$ cat config.mk
export PLATFORM = sky130hd
export DESIGN_NAME = ommd_decoder
export DESIGN_NICKNAME = d
export VERILOG_FILES = /design/src/rtl/ommd_pkg.sv /design/src/rtl/ommd_cfg_if.sv /design/src/rtl/ommd_decoder.sv /design/src/rtl/ommd_region_match.sv
export SDC_FILE = /design/constraint.sdc
export NUM_CORES = 1
export LEC_CHECK = 0
export ABC_AREA = 1
export BUFFER_PORTS_ARGS = -buffer_cell sky130_fd_sc_hd__buf_2
export CAP_MARGIN = 20
export CORE_MARGIN = 2
export CORE_UTILIZATION = 45
export CTS_CLUSTER_SIZE = 30
export DETAILED_ROUTE_END_ITERATION = 10
export GPL_ROUTABILITY_DRIVEN = 0
export SYNTH_ARGS = -nofsm -noshare
export SYNTH_HDL_FRONTEND = slang
export SYNTH_SLANG_ARGS = --single-unit
$ cat constraint.sdc
create_clock -name aclk -period 4.3 [get_ports aclk]
set_clock_uncertainty 0.05 [all_clocks]
set_input_delay 1.29 -clock aclk [delete_from_list [all_inputs] [get_ports aclk]]
set_output_delay 1.29 -clock aclk [all_outputs]
set_load 0.02 [all_outputs]
$ cat src/rtl/ommd_pkg.sv
// package: constants for the on-chip memory map decoder
// assumes a 24-bit byte address space and a 16-bit cpu data path
package ommd_pkg;
  // address space and region bases (byte addresses)
  localparam int ADDR_W = 24;
  localparam logic [23:0] IRAM_BASE = 24'h00F600;
  localparam logic [23:0] IRAM_LAST = 24'h00FDFF;
  localparam logic [23:0] EXTENSION_RAM_BASE = 24'h00E000;
  localparam logic [23:0] EXTENSION_RAM_LAST = 24'h00E7FF;
  localparam logic [23:0] CAN_BASE = 24'h00EF00;
  localparam logic [23:0] CAN_LAST = 24'h00EFFF;
  localparam logic [23:0] EXTENDED_FUNCTION_REGS_BASE = 24'h00F000;
  localparam logic [23:0] EXTENDED_FUNCTION_REGS_LAST = 24'h00F1FF;
  localparam logic [23:0] SFR_BASE = 24'h00FE00;
  localparam logic [23:0] SFR_LAST = 24'h00FFFF;
  localparam logic [23:0] ROM_BASE = 24'h000000;
  localparam logic [23:0] ROM_LAST = 24'h007FFF;
  // stack and register bank sizes
  localparam int STACK_BYTES = 1024;
  localparam int GPR_COUNT = 16;
  // wait states and external segment line counts
  localparam int EXTENSION_RAM_WAIT = 0;
  localparam int CAN_WAIT = 2;
  localparam int EXT_SEG_FULL = 8;
  localparam int EXT_SEG_CAN = 4;
  // timing: cycle time of the documented cpu clock and access times
  localparam int CPU_CYCLE_NS = 40;
  localparam int EXTENSION_RAM_ACCESS_NS = 80;
  localparam int CAN_ACCESS_NS = 160;
  localparam int CLK_NS = 4;
  localparam int CAN_WAIT_CYC = (CAN_WAIT * CPU_CYCLE_NS) / CLK_NS;
  // axi register map (byte addresses)
  localparam logic [7:0] A_SYSCFG = 8'h00;
  localparam logic [7:0] A_CTXBASE = 8'h04;
  localparam logic [7:0] A_STKPTR = 8'h08;
  localparam logic [7:0] A_STKOVL = 8'h0C;
  localparam logic [7:0] A_STKUNL = 8'h10;
  localparam logic [7:0] A_STATUS = 8'h14;
  localparam logic [7:0] A_WIN0 = 8'h20;
  // system configuration fields and reset values
  localparam int PERIPH_EN_BIT = 2;
  localparam logic [15:0] SYSCFG_RST = 16'h0000;
  localparam logic [15:0] STKPTR_RST = 16'hFC00;
  localparam logic [15:0] STKOVL_RST = 16'hFA00;
  localparam logic [15:0] STKUNL_RST = 16'hFC00;
  localparam logic [15:0] CTXBASE_RST = 16'hFC00;
  // status bits and window count
  localparam int ST_OVF = 0;
  localparam int ST_UNF = 1;
  localparam int NWIN = 4;
  // targets
  typedef enum logic [2:0] {
    OMMD_T_IRAM = 3'h0,
    OMMD_T_EXTENSION_RAM = 3'h1,
    OMMD_T_CAN = 3'h2,
    OMMD_T_SFR = 3'h3,
    OMMD_T_ROM = 3'h4,
    OMMD_T_EXT = 3'h5
  } ommd_target_t;
endpackage

$ cat src/rtl/ommd_cfg_if.sv
// interface: decoder configuration shared between bus slave and decoder
// assumes one clock domain
`timescale 1ns/10ps
interface ommd_cfg_if;
  logic periph_en; // on-chip peripheral enable
  logic [15:0] stack_pointer_reg; // current stack pointer
  logic [15:0] ovf_limit; // stack overflow limit
  logic [15:0] unf_limit; // stack underflow limit
  logic [23:0] win_base [4]; // external window bases
  logic [23:0] win_mask [4]; // external window masks
  modport src (output periph_en, stack_pointer_reg, ovf_limit, unf_limit,
    win_base, win_mask);
  modport dst (input periph_en, stack_pointer_reg, ovf_limit, unf_limit,
    win_base, win_mask);
endinterface

$ cat src/rtl/ommd_decoder.sv
// What this block does
// - one linear 16 Mbyte space for everything
// - byte and word access everywhere, some bits
// - 2 Kbyte internal ram for data, stack, banks
// - bank holds 16 words, low eight byte-split
// - context base selects bank, overlap allowed
// - extension ram: zero wait demux access
// - enable bit 2 maps extension ram E000-E7FF
// - extension ram: no stack, bank, bit access
// - disabled extension ram goes to external bus
// - two 512-byte function register areas
// - can window EF00-EFFF, same enable bit
// - can access: two wait states, byte ok
// - can in use limits segment lines to four
// - external bus reaches the full 16 Mbyte
// - 32 Kbyte on-chip rom mapped
// - system stack up to 1 Kbyte in internal ram
// - stack pointer checked against both limits
// - uncovered external address uses default config
// file: top of the decoder with its axi4-lite register slave
// assumes the cpu holds an access until acc_done
//
// The AXI4-Lite interface to the registers and the placing of the registers were decided locally.
`timescale 1ns/10ps
module ommd_decoder (
  input wire logic aclk,
  input wire logic aresetn,
  input wire logic [31:0] s_axi_awaddr,
  input wire logic s_axi_awvalid,
  output logic s_axi_awready,
  input wire logic [31:0] s_axi_wdata,
  input wire logic [3:0] s_axi_wstrb,
  input wire logic s_axi_wvalid,
  output logic s_axi_wready,
  output logic [1:0] s_axi_bresp,
  output logic s_axi_bvalid,
  input wire logic s_axi_bready,
  input wire logic [31:0] s_axi_araddr,
  input wire logic s_axi_arvalid,
  output logic s_axi_arready,
  output logic [31:0] s_axi_rdata,
  output logic [1:0] s_axi_rresp,
  output logic s_axi_rvalid,
  input wire logic s_axi_rready,
  input wire logic acc_req,
  input wire logic [23:0] acc_addr,
  input wire logic acc_word,
  input wire logic acc_bit,
  input wire logic acc_stack,
  input wire logic [3:0] acc_gpr,
  input wire logic acc_gpr_en,
  input wire logic acc_gpr_byte,
  input wire logic acc_gpr_high,
  output logic acc_done,
  output logic [2:0] acc_target,
  output logic [23:0] acc_phys,
  output logic [1:0] acc_lanes,
  output logic [2:0] acc_busconf,
  output logic [3:0] seg_lines,
  output logic acc_fault,
  output logic stack_ovf,
  output logic stack_unf
);
  ommd_cfg_if cfg ();
  // software-visible state
  logic [15:0] syscfg; // system_config_reg
  logic [15:0] context_base_pointer; // active bank base
  logic [15:0] stack_pointer_reg; // stack pointer
  logic [15:0] stack_overflow_limit; // lower bound
  logic [15:0] stack_underflow_limit; // upper bound
  logic [23:0] wbase [4]; // address_window_select_reg bases
  logic [23:0] wmask [4]; // window masks
  assign cfg.periph_en = syscfg[ommd_pkg::PERIPH_EN_BIT];
  assign cfg.stack_pointer_reg = stack_pointer_reg;
  assign cfg.ovf_limit = stack_overflow_limit;
  assign cfg.unf_limit = stack_underflow_limit;
  assign cfg.win_base = wbase;
  assign cfg.win_mask = wmask;

  // ---------------- decode path ----------------
  logic [23:0] eff_addr; // address after bank/byte mapping
  logic [23:0] gpr_addr; // register bank slot address
  logic [15:0] gpr_off; // byte offset inside bank
  // low eight registers split into byte halves; word regs are 2 apart
  assign gpr_off = acc_gpr_byte ?
    {12'h000, acc_gpr[2:0], acc_gpr_high} : {11'h000, acc_gpr, 1'b0};
  assign gpr_addr = {8'h00, context_base_pointer + gpr_off};
  assign eff_addr = acc_gpr_en ? gpr_addr : acc_addr;
  wire in_iram = eff_addr >= ommd_pkg::IRAM_BASE &&
    eff_addr <= ommd_pkg::IRAM_LAST;
  wire in_extension_ram = eff_addr >= ommd_pkg::EXTENSION_RAM_BASE &&
    eff_addr <= ommd_pkg::EXTENSION_RAM_LAST;
  wire in_can = eff_addr >= ommd_pkg::CAN_BASE &&
    eff_addr <= ommd_pkg::CAN_LAST;
  wire in_sfr = (eff_addr >= ommd_pkg::SFR_BASE &&
    eff_addr <= ommd_pkg::SFR_LAST) || (eff_addr >= ommd_pkg::EXTENDED_FUNCTION_REGS_BASE &&
    eff_addr <= ommd_pkg::EXTENDED_FUNCTION_REGS_LAST);
  wire in_rom = eff_addr <= ommd_pkg::ROM_LAST;
  wire extension_ram_on = in_extension_ram && cfg.periph_en;
  wire can_on = in_can && cfg.periph_en;
  // priority: on-chip regions win, the rest goes out
  wire [2:0] tgt = in_sfr ? 3'(ommd_pkg::OMMD_T_SFR) :
    in_iram ? 3'(ommd_pkg::OMMD_T_IRAM) :
    extension_ram_on ? 3'(ommd_pkg::OMMD_T_EXTENSION_RAM) :
    can_on ? 3'(ommd_pkg::OMMD_T_CAN) :
    in_rom ? 3'(ommd_pkg::OMMD_T_ROM) :
    3'(ommd_pkg::OMMD_T_EXT);
  // stack and bank access only valid inside internal ram; bit access inside internal ram or sfr
  wire bad_kind = (acc_stack || acc_gpr_en) &&
    (tgt != 3'(ommd_pkg::OMMD_T_IRAM));
  wire bad_bit = acc_bit && tgt != 3'(ommd_pkg::OMMD_T_IRAM) &&
    tgt != 3'(ommd_pkg::OMMD_T_SFR);
  // word accesses use both lanes; byte accesses pick by a0
  wire [1:0] lanes = acc_word ? 2'h3 : (eff_addr[0] ? 2'h2 : 2'h1);
  wire [2:0] win_sel; // external config selection
  ommd_region_match u_match (
    .addr(eff_addr),
    .cfg(cfg),
    .win_sel(win_sel)
  );
  // stack limit comparisons on the current pointer
  wire sp_ovf = acc_stack && cfg.stack_pointer_reg < cfg.ovf_limit;
  wire sp_unf = acc_stack && cfg.stack_pointer_reg > cfg.unf_limit;

  // ---------------- access sequencer ----------------
  typedef enum logic [1:0] {
    OMMD_S_IDLE = 2'b00,
    OMMD_S_WAIT = 2'b01,
    OMMD_S_DONE = 2'b10
  } ommd_state_t;
  ommd_state_t state;
  ommd_state_t next_state;
  logic [7:0] wait_cnt; // remaining wait cycles
  wire [7:0] wait_need = (tgt == 3'(ommd_pkg::OMMD_T_CAN)) ?
    8'(ommd_pkg::CAN_WAIT_CYC) : 8'(ommd_pkg::EXTENSION_RAM_WAIT);
  // next-state selection
  always_comb begin
    next_state = state;
    case (state)
      OMMD_S_IDLE: begin
        if (acc_req) begin
          next_state = (wait_need == 8'h00) ? OMMD_S_DONE : OMMD_S_WAIT;
        end
      end
      OMMD_S_WAIT: begin
        if (wait_cnt == 8'h01) begin
          next_state = OMMD_S_DONE;
        end
      end
      OMMD_S_DONE: begin
        next_state = OMMD_S_IDLE;
      end
      default: begin
        next_state = OMMD_S_IDLE;
      end
    endcase
  end
  // state register
  always_ff @(posedge aclk) begin
    if (!aresetn) begin
      state <= OMMD_S_IDLE;
    end else begin
      state <= next_state;
    end
  end
  // wait counter loads on the accepting edge
  always_ff @(posedge aclk) begin
    if (!aresetn) begin
      wait_cnt <= 8'h00;
    end else if (state == OMMD_S_IDLE && acc_req) begin
      wait_cnt <= wait_need;
    end else if (wait_cnt != 8'h00) begin
      wait_cnt <= wait_cnt - 8'h01;
    end
  end
  // routing results latched at acceptance, held until done
  always_ff @(posedge aclk) begin
    if (!aresetn) begin
      acc_target <= 3'h0;
      acc_phys <= 24'h000000;
      acc_lanes <= 2'h0;
      acc_busconf <= 3'h0;
      acc_fault <= 1'b0;
    end else if (state == OMMD_S_IDLE && acc_req) begin
      acc_target <= tgt;
      acc_phys <= eff_addr;
      acc_lanes <= lanes;
      acc_busconf <= win_sel;
      acc_fault <= bad_kind || bad_bit;
    end
  end
  // completion pulse
  always_ff @(posedge aclk) begin
    if (!aresetn) begin
      acc_done <= 1'b0;
    end else begin
      acc_done <= (next_state == OMMD_S_DONE);
    end
  end
  // segment lines limited while can is enabled
  always_ff @(posedge aclk) begin
    if (!aresetn) begin
      seg_lines <= 4'h8;
    end else begin
      seg_lines <= cfg.periph_en ? 4'(ommd_pkg::EXT_SEG_CAN) :
        4'(ommd_pkg::EXT_SEG_FULL);
    end
  end

  // ---------------- axi4-lite slave ----------------
  logic aw_held; // write address captured
  logic w_held; // write data captured
  logic [7:0] aw_addr;
  logic [31:0] w_data;
  logic [3:0] w_strb;
  wire wr_go = aw_held && w_held && !s_axi_bvalid;
  wire [7:0] ra = s_axi_araddr[7:0];
  wire map_w = aw_addr <= ommd_pkg::A_STATUS ||
    (aw_addr >= ommd_pkg::A_WIN0 && aw_addr < 8'h40);
  wire [1:0] wi = aw_addr[4:3]; // window index
  wire w_clr = wr_go && aw_addr == ommd_pkg::A_STATUS;
  wire next_aw_held = (s_axi_awvalid && s_axi_awready) ||
    (aw_held && !wr_go); // ready flop mirrors its inverse
  wire next_w_held = (s_axi_wvalid && s_axi_wready) ||
    (w_held && !wr_go); // ready flop mirrors its inverse
  // accept channels independently, one write in flight
  always_ff @(posedge aclk) begin
    if (!aresetn) begin
      aw_held <= 1'b0;
      w_held <= 1'b0;
      aw_addr <= 8'h00;
      w_data <= 32'h00000000;
      w_strb <= 4'h0;
      s_axi_awready <= 1'b1;
      s_axi_wready <= 1'b1;
    end else begin
      s_axi_awready <= !next_aw_held;
      s_axi_wready <= !next_w_held;
      if (s_axi_awvalid && s_axi_awready) begin
        aw_held <= 1'b1;
        aw_addr <= {s_axi_awaddr[7:2], 2'b00};
      end else if (wr_go) begin
        aw_held <= 1'b0;
      end
      if (s_axi_wvalid && s_axi_wready) begin
        w_held <= 1'b1;
        w_data <= s_axi_wdata;
        w_strb <= s_axi_wstrb;
      end else if (wr_go) begin
        w_held <= 1'b0;
      end
    end
  end
  // write response
  always_ff @(posedge aclk) begin
    if (!aresetn) begin
      s_axi_bvalid <= 1'b0;
      s_axi_bresp <= 2'h0;
    end else if (wr_go) begin
      s_axi_bvalid <= 1'b1;
      s_axi_bresp <= map_w ? 2'h0 : 2'h2;
    end else if (s_axi_bready) begin
      s_axi_bvalid <= 1'b0;
    end
  end
  // register writes, only when both low byte strobes are set
  always_ff @(posedge aclk) begin
    if (!aresetn) begin
      syscfg <= ommd_pkg::SYSCFG_RST;
      context_base_pointer <= ommd_pkg::CTXBASE_RST;
      stack_pointer_reg <= ommd_pkg::STKPTR_RST;
      stack_overflow_limit <= ommd_pkg::STKOVL_RST;
      stack_underflow_limit <= ommd_pkg::STKUNL_RST;
      for (int i = 0; i < 4; i++) begin
        wbase[i] <= 24'h000000;
        wmask[i] <= 24'h000000;
      end
    end else if (wr_go && w_strb[1:0] == 2'h3) begin
      case (aw_addr)
        ommd_pkg::A_SYSCFG: syscfg <= w_data[15:0];
        ommd_pkg::A_CTXBASE: context_base_pointer <= w_data[15:0];
        ommd_pkg::A_STKPTR: stack_pointer_reg <= w_data[15:0];
        ommd_pkg::A_STKOVL: stack_overflow_limit <= w_data[15:0];
        ommd_pkg::A_STKUNL: stack_underflow_limit <= w_data[15:0];
        default: begin
          if (aw_addr >= ommd_pkg::A_WIN0 && aw_addr < 8'h40) begin
            if (aw_addr[2]) begin
              wmask[wi] <= w_data[23:0];
            end else begin
              wbase[wi] <= w_data[23:0];
            end
          end
        end
      endcase
    end
  end
  // sticky stack flags; set wins over a write-one clear
  always_ff @(posedge aclk) begin
    if (!aresetn) begin
      stack_ovf <= 1'b0;
      stack_unf <= 1'b0;
    end else begin
      stack_ovf <= (state == OMMD_S_IDLE && acc_req && sp_ovf) ||
        (stack_ovf && !(w_clr && w_data[ommd_pkg::ST_OVF]));
      stack_unf <= (state == OMMD_S_IDLE && acc_req && sp_unf) ||
        (stack_unf && !(w_clr && w_data[ommd_pkg::ST_UNF]));
    end
  end
  // read data mux
  wire [1:0] ri = ra[4:3];
  wire rd_win = ra >= ommd_pkg::A_WIN0 && ra < 8'h40;
  wire [31:0] rd_val =
    ra[7:2] == ommd_pkg::A_SYSCFG[7:2] ? {16'h0000, syscfg} :
    ra[7:2] == ommd_pkg::A_CTXBASE[7:2] ? {16'h0000, context_base_pointer} :
    ra[7:2] == ommd_pkg::A_STKPTR[7:2] ? {16'h0000, stack_pointer_reg} :
    ra[7:2] == ommd_pkg::A_STKOVL[7:2] ? {16'h0000, stack_overflow_limit} :
    ra[7:2] == ommd_pkg::A_STKUNL[7:2] ? {16'h0000, stack_underflow_limit} :
    ra[7:2] == ommd_pkg::A_STATUS[7:2] ? {30'h0, stack_unf, stack_ovf} :
    rd_win ? {8'h00, ra[2] ? wmask[ri] : wbase[ri]} : 32'h00000000;
  wire rd_ok = ra[7:2] <= ommd_pkg::A_STATUS[7:2] || rd_win;
  // read channel: one read in flight
  always_ff @(posedge aclk) begin
    if (!aresetn) begin
      s_axi_rvalid <= 1'b0;
      s_axi_rdata <= 32'h00000000;
      s_axi_rresp <= 2'h0;
      s_axi_arready <= 1'b1;
    end else if (s_axi_arvalid && s_axi_arready) begin
      s_axi_arready <= 1'b0;
      s_axi_rvalid <= 1'b1;
      s_axi_rdata <= rd_val;
      s_axi_rresp <= rd_ok ? 2'h0 : 2'h2;
    end else if (s_axi_rready) begin
      s_axi_arready <= 1'b1;
      s_axi_rvalid <= 1'b0;
    end
  end
endmodule

$ cat src/rtl/ommd_region_match.sv
// module: external window matcher with hierarchical priority
// assumes window bases and masks are stable during an access
`timescale 1ns/10ps
module ommd_region_match (
  input wire logic [23:0] addr,
  ommd_cfg_if.dst cfg,
  output logic [2:0] win_sel
);
  logic [3:0] hit; // per-window hit
  // one comparator per window
  genvar g;
  generate
    for (g = 0; g < 4; g++) begin : g_win
      assign hit[g] = cfg.win_mask[g] != 24'h000000 &&
        ((addr & cfg.win_mask[g]) == (cfg.win_base[g] & cfg.win_mask[g]));
    end
  endgenerate
  // window 4 over 3, window 2 over 1; otherwise default config 0
  assign win_sel = hit[3] ? 3'h4 : hit[2] ? 3'h3 :
    hit[1] ? 3'h2 : hit[0] ? 3'h1 : 3'h0;
endmodule

* Word level (Yosys, flattened, before mapping)
Cells that the tools add are included.
** Storage, ports and cells
- Flip-flop bits (word level) :: 397
- Output and inout port bits :: 81
- Word-level logic and storage cells :: 216
- Bits of input ports :: 142
** Operators by class
- $lt $le $gt $ge :: 22
- Eq/ne operators :: 20
- $add $sub $neg :: 2
- Muxes and demuxes :: 50
- Reduce and logical (&&, ||, !) cells :: 73
- Bitwise operators :: 12
** Operators by type and width (number)
- $mux W24 :: 14
- $and A24 B24 Y24 :: 8
- $bwmux W96 :: 2
- $ge A24 B16 Y1 const B :: 5
- $le A24 B16 Y1 const B :: 5
- $bmux W24 S2 :: 2
- $eq A24 B24 Y1 :: 4
- $reduce_bool A24 Y1 :: 4
- $demux W24 S2 :: 1
- $logic_and A1 B1 Y1 :: 35
- $eq A6 B2 Y1 const B :: 4
- $eq A6 B3 Y1 const B :: 4
- $le A24 B15 Y1 const B :: 1
- $mux W3 :: 7
- $add A16 B5 Y16 :: 1
- $ge A8 B6 Y1 const B :: 2
- $gt A16 B16 Y1 :: 1
- $logic_not A8 Y1 :: 2
- $lt A16 B16 Y1 :: 1
- $lt A8 B7 Y1 const B :: 2
- $mux W8 :: 2
- $mux W2 :: 7
- $eq A6 B1 Y1 const B :: 2
- $mux W1 :: 11
- 25 further kinds :: 52

* Depth between registers and ports, before layout
- Depth after elaboration :: 17
- Mapped depth :: 22
- Mapped depth without buffers :: 22

* Hierarchy
Synthesis repeated with hierarchy kept, for this count alone.
** Unflattened totals
- Cell total of the unflattened synthesis :: 2841
- Area, all modules :: 19511.2 um^2
** Modules (own cells, without submodules)
- ommd_decoder :: cells an instance 2334, area each 17309.1 um^2, times used 1
- ommd_region_match :: cells an instance 507, area each 2202.1 um^2, times used 1

* Worst setup path before layout
Ideal clock, no wire load.
- Path type :: input port to flip-flop
- From :: input port acc_gpr_high
- To :: register state[0]
- Slack :: 0.849 ns
- Stages on the path :: 19
- Buffers on the path :: 0
- Arrival :: 3.322 ns
- Path through :: nand2_1 -> inv_1 -> ha_1 -> fa_1 -> nand2_1 -> nand2_1 -> nand3_1 -> nand2_2 -> nand3_1 -> nand3_1 -> nand2_2 -> nand2_2 -> nor2_4 -> inv_2 -> nor2_2 -> nand2_2 -> inv_2 -> nand2_1 -> a211oi_2
** On the way
- Cells in the longest elaborated chain, start to end :: 16
- Elaborated cells between the ends (all ways) :: 33
** RTL lines
- start: declaration :: line ommd_decoder.sv:53 : input wire logic acc_gpr_high,
- $mux W5 (*) :: line ommd_decoder.sv:85 : assign gpr_off = acc_gpr_byte ?
- $add A16 B5 Y16 (*) :: line ommd_decoder.sv:87 : assign gpr_addr = {8'h00, context_base_pointer + gpr_off};
- $mux W24 (*) :: line ommd_decoder.sv:88 : assign eff_addr = acc_gpr_en ? gpr_addr : acc_addr;
- $ge A24 B16 Y1 / $le A24 B16 Y1 (equally long branches) :: line ommd_decoder.sv:93, ommd_decoder.sv:94
- $logic_and A1 B1 Y1 :: line ommd_decoder.sv:93 : wire in_can = eff_addr >= ommd_pkg::CAN_BASE &&
- $logic_and A1 B1 Y1 :: line ommd_decoder.sv:100 : wire can_on = in_can && cfg.periph_en;
- $mux W3 :: line ommd_decoder.sv:105 : can_on ? 3'(ommd_pkg::OMMD_T_CAN) :
- $mux W3 :: line ommd_decoder.sv:104 : extension_ram_on ? 3'(ommd_pkg::OMMD_T_EXTENSION_RAM) :
- $mux W3 :: line ommd_decoder.sv:103 : in_iram ? 3'(ommd_pkg::OMMD_T_IRAM) :
- $mux W3 (*) :: line ommd_decoder.sv:102 : wire [2:0] tgt = in_sfr ? 3'(ommd_pkg::OMMD_T_SFR) :
- $eq A3 B2 Y1 (*) :: line ommd_decoder.sv:134 : wire [7:0] wait_need = (tgt == 3'(ommd_pkg::OMMD_T_CAN)) ?
- $mux W5 (*) :: line ommd_decoder.sv:134
- $logic_not A8 Y1 (*) :: line ommd_decoder.sv:142 : next_state = (wait_need == 8'h00) ? OMMD_S_DONE : OMMD_S_WAIT;
- $mux W2 (*) :: line ommd_decoder.sv:142
- $mux W2 (*) :: line ommd_decoder.sv:141 : if (acc_req) begin
- $pmux W2 S2 (*) :: line ommd_decoder.sv:139 : case (state)
- end signal: assignment :: line ommd_decoder.sv:163 : state <= next_state;
- end: declaration :: line ommd_decoder.sv:131 : ommd_state_t state;
Every way passes the cells marked *; elsewhere a longest branch is shown, timed or not.
A chain may end at the register's enable or synchronous reset.

* Worst setup path in the final report
- From :: input port acc_gpr_byte
- To :: register acc_busconf[0]
** On the way
- Cells in the longest elaborated chain, start to end :: 10
- Elaborated cells between the ends (all ways) :: 19
** RTL lines
- start: declaration :: line ommd_decoder.sv:52 : input wire logic acc_gpr_byte,
- $mux W5 (*) :: line ommd_decoder.sv:85
- $add A16 B5 Y16 (*) :: line ommd_decoder.sv:87
- $mux W24 (*) :: line ommd_decoder.sv:88
- $and A24 B24 Y24 :: line ommd_region_match.sv:15 : ((addr & cfg.win_mask[g]) == (cfg.win_base[g] & cfg.win_mask[g]));
- $eq A24 B24 Y1 :: line ommd_region_match.sv:15
- $logic_and A1 B1 Y1 :: line ommd_region_match.sv:14 : assign hit[g] = cfg.win_mask[g] != 24'h000000 &&
- $mux W1 :: line ommd_region_match.sv:20 : hit[1] ? 3'h2 : hit[0] ? 3'h1 : 3'h0;
- $mux W3 :: line ommd_region_match.sv:20
- $mux W3 :: line ommd_region_match.sv:19 : assign win_sel = hit[3] ? 3'h4 : hit[2] ? 3'h3 :
- $mux W3 (*) :: line ommd_region_match.sv:19
- end signal: assignment :: line ommd_decoder.sv:188 : acc_busconf <= win_sel;
- end: declaration :: line ommd_decoder.sv:58 : output logic [2:0] acc_busconf,
Marks and branches as above.

==> reports/qor.txt <==
Post-Syn Area -> 0.0193 mm^2
worst vdd ir -> 0.291 mV
initial drt markers -> 2205
Slew @ Worst Pin -> 0.945 ns
CTS root buffer -> clkbuf_16
die height -> 211 um
Vias per Instance -> 5.82
Slowest cell on crit path -> fa_1
vias -> 19857
CTS tree -> built
vias in the first global route -> 17979
worst-case clock buffer depth -> 3
input/output buffers -> 148
ANT nets after route -> 0
first-pass GRT wire length -> 106000 um
CP arrival -> 3.99 ns
fin crit period -> 3.56 ns
Post-CTS Setup Bufs -> 0
initial antenna violation count -> 4
number of top-level pins -> 223
worst hold margin -> 0.400 ns
largest net degree at the start of global routing -> 205
diode count -> 0
CP Capture Type -> register
Starting Density -> 45.8%
DP Cell Count -> 3334
Hold Path Class -> register to register
Rows -> 75
asr flop ratio synth -> 0%
DR WL/cell -> 20.5 um
CP startpoint kind -> primary input
die area -> 0.0446 mm^2
Max Transition Viols Final -> 0
ratio of cells with drive above 1 in the final layout -> 12.5%
grt total ovfl -> 0
critical-path cell list -> buf_2, nand2_1, inv_1, ha_1, fa_1, nand2_1, nand2_1, nand3_1, nand2_2, nand3_1, nand3_1, nand2_1, nand2_1, nand3_1, nand3_1, nor2_1, nand2_1, nand2_1, nor2_1, nand2_1, nand2_1
total power divided by cell area -> 381 mW/mm^2
Worst-path clk slew -> 0.06 ns
unrepaired setup endpoints after global routing -> false
Die W -> 211 um
register area share after synthesis -> 39.9%
CTS HTree Levels -> 2
synthesized area per cell -> 7.01 um^2
worst skew pair latency -> 0.58 ns
total CTS buffers -> 43
Post-synth EDFFs -> 0
Area Overhead vs Synth -> 13.4%
# DRC -> 0
Core ar. -> 0.0421 mm^2
placed cell areas -> 0.0205 mm^2
Gates resized, CTS repair -> 0
CP max stage delay -> 0.45 ns
main flop type after synthesis -> dfxtp_1
CP Class -> primary input to register
# Max-Cap Violations -> 0
yosys warns -> 0
final hold violation count -> 0
Yosys cell types -> 51
# setup viols final -> 0
setup TNS -> 0 ns
Max Fanout on Critical Path -> 5
1st-pass router iterations -> 6
Final Non-Filler Cells -> 3414
DP HPWL -> 49500 um
run status -> finished, final reports clean
Worst EP required -> 4.73 ns
R2R setup slack -> 1.30 ns
static leakage -> 9.03 nW
Final Cycle Share -> 82.7%
Top cell by count, worst path -> nand2_1
# nets final -> 3022
Rel. slew slack -> 37.0%
Seq cells post-synth -> 385
maximum clock rate -> 281 MHz
# clock sinks -> 385
final wirelength -> 69900 um
cell count after synthesis -> 2755
hold-fix buffers at CTS -> 0
Overall Global Routing Usage -> 30.8%
fin area -> 0.0219 mm^2
cells by family after synthesis:
logic type | synth area share (%)
DFF | 39.9
xor gates and xnor gates | 0.0907
and+or+nand+nor | 22.0
other | 0.0194
buffers and inverters | 10.2
adders and majority gates | 2.57
AOI/OAI and AO/OA | 25.2
through the flow:
stage / util (%) / total power, mW / setup slack, ns
after global placement: 48.6 / 4.69 / 0.199
after floorplan: - / 4.39 / 0.849
after global routing: 51.9 / 8.63 / 0.506
after detailed placement: 48.6 / 4.71 / 0.184
after CTS: 51.9 / 8.37 / 0.794
final: 51.9 / 8.34 / 0.742
worst max-delay path, delay by kind of cell:
family                     cells  cell delay [ns]
buffers and inverters          2             0.17
and+or+nand+nor               17             1.82
adders and majority gates      2             0.69
worst paths after layout:
| path | startpoint | endpoint | cells past startpoint |
|---|---|---|---|
| max | acc_gpr_byte | acc_busconf[0] | 21 |
| min | acc_fault | acc_fault | 2 |
| min reg2reg | acc_fault | acc_fault | 2 |
| max reg2reg | context_base_pointer[0] | acc_busconf[0] | 17 |
cell type report:
| cell class | count | area [um^2] |
|---|---|---|
| Timing Repair Buffer | 202 | 1170 |
| Fill cell | 4158 | 20200 |
| Inverter | 326 | 1230 |
| Multi-Input combinational cell | 1883 | 9710 |
| Clock inverter | 13 | 110 |
| Tap cell | 539 | 674 |
| Clock buffer | 66 | 1280 |
| Sequential cell | 385 | 7710 |
cell usage after synthesis, drive strengths merged (13+ instances only):
master	n	area, um^2
a221oi	14	123
nand3	238	1260
nand2	383	1520
or2	13	81.3
dfxtp	385	7710
o22ai	72	450
o21ai	372	1860
ha	38	475
clkbuf	112	420
a21oi	350	1760
inv	324	1220
o211ai	36	275
buf	60	330
a211oi	33	253
nor2	233	937
nand4	53	332
per-layer routing:
layer / vias to the layer above / GRT usage, % / part of all wire (%)
met2: 923 / 46.5 / 43
met3: 154 / 5.40 / 9.3
met1: 9234 / 43.5 / 44
met4: 4 / 12.4 / 3.7
li1: 9542 / - / -
met5: - / 0 / 0.041
report_power, final:
part	internal, mW	leakage [nW]	switching [mW]	total (mW)
Combinational	0.271	5.23	0.601	0.872
Clock	2.12	0.685	1.57	3.69
Sequential	3.65	3.12	0.124	3.78
Total	6.05	9.03	2.29	8.34
placed cells by master, fill, tap and decap left out, types with 2 or more instances in the layout:
master,n
and2_1,2
a211oi_1,32
o21ai_0,362
nand3_2,14
buf_2,147
a41oi_1,2
a32o_1,3
o22ai_1,72
o2111ai_1,3
buf_4,52
nor3b_2,2
clkbuf_16,44
nor3_1,7
clkinv_2,8
nor2_4,5
inv_1,317
o21a_1,3
inv_2,6
o21ai_1,10
nand2_2,24
clkinvlp_4,2
nand3_4,2
a21oi_1,349
nand2_4,3
ha_1,38
nor2_1,216
a221oi_1,14
o211ai_1,35
dfxtp_1,385
or2_2,13
nand3_1,222
nor4_1,2
clkbuf_8,10
conb_1,12
clkinv_1,2
clkbuf_1,12
nand2_1,356
nor2_2,12
nand4_1,53
No activity file was read; power rests on OpenSTA's default activity.
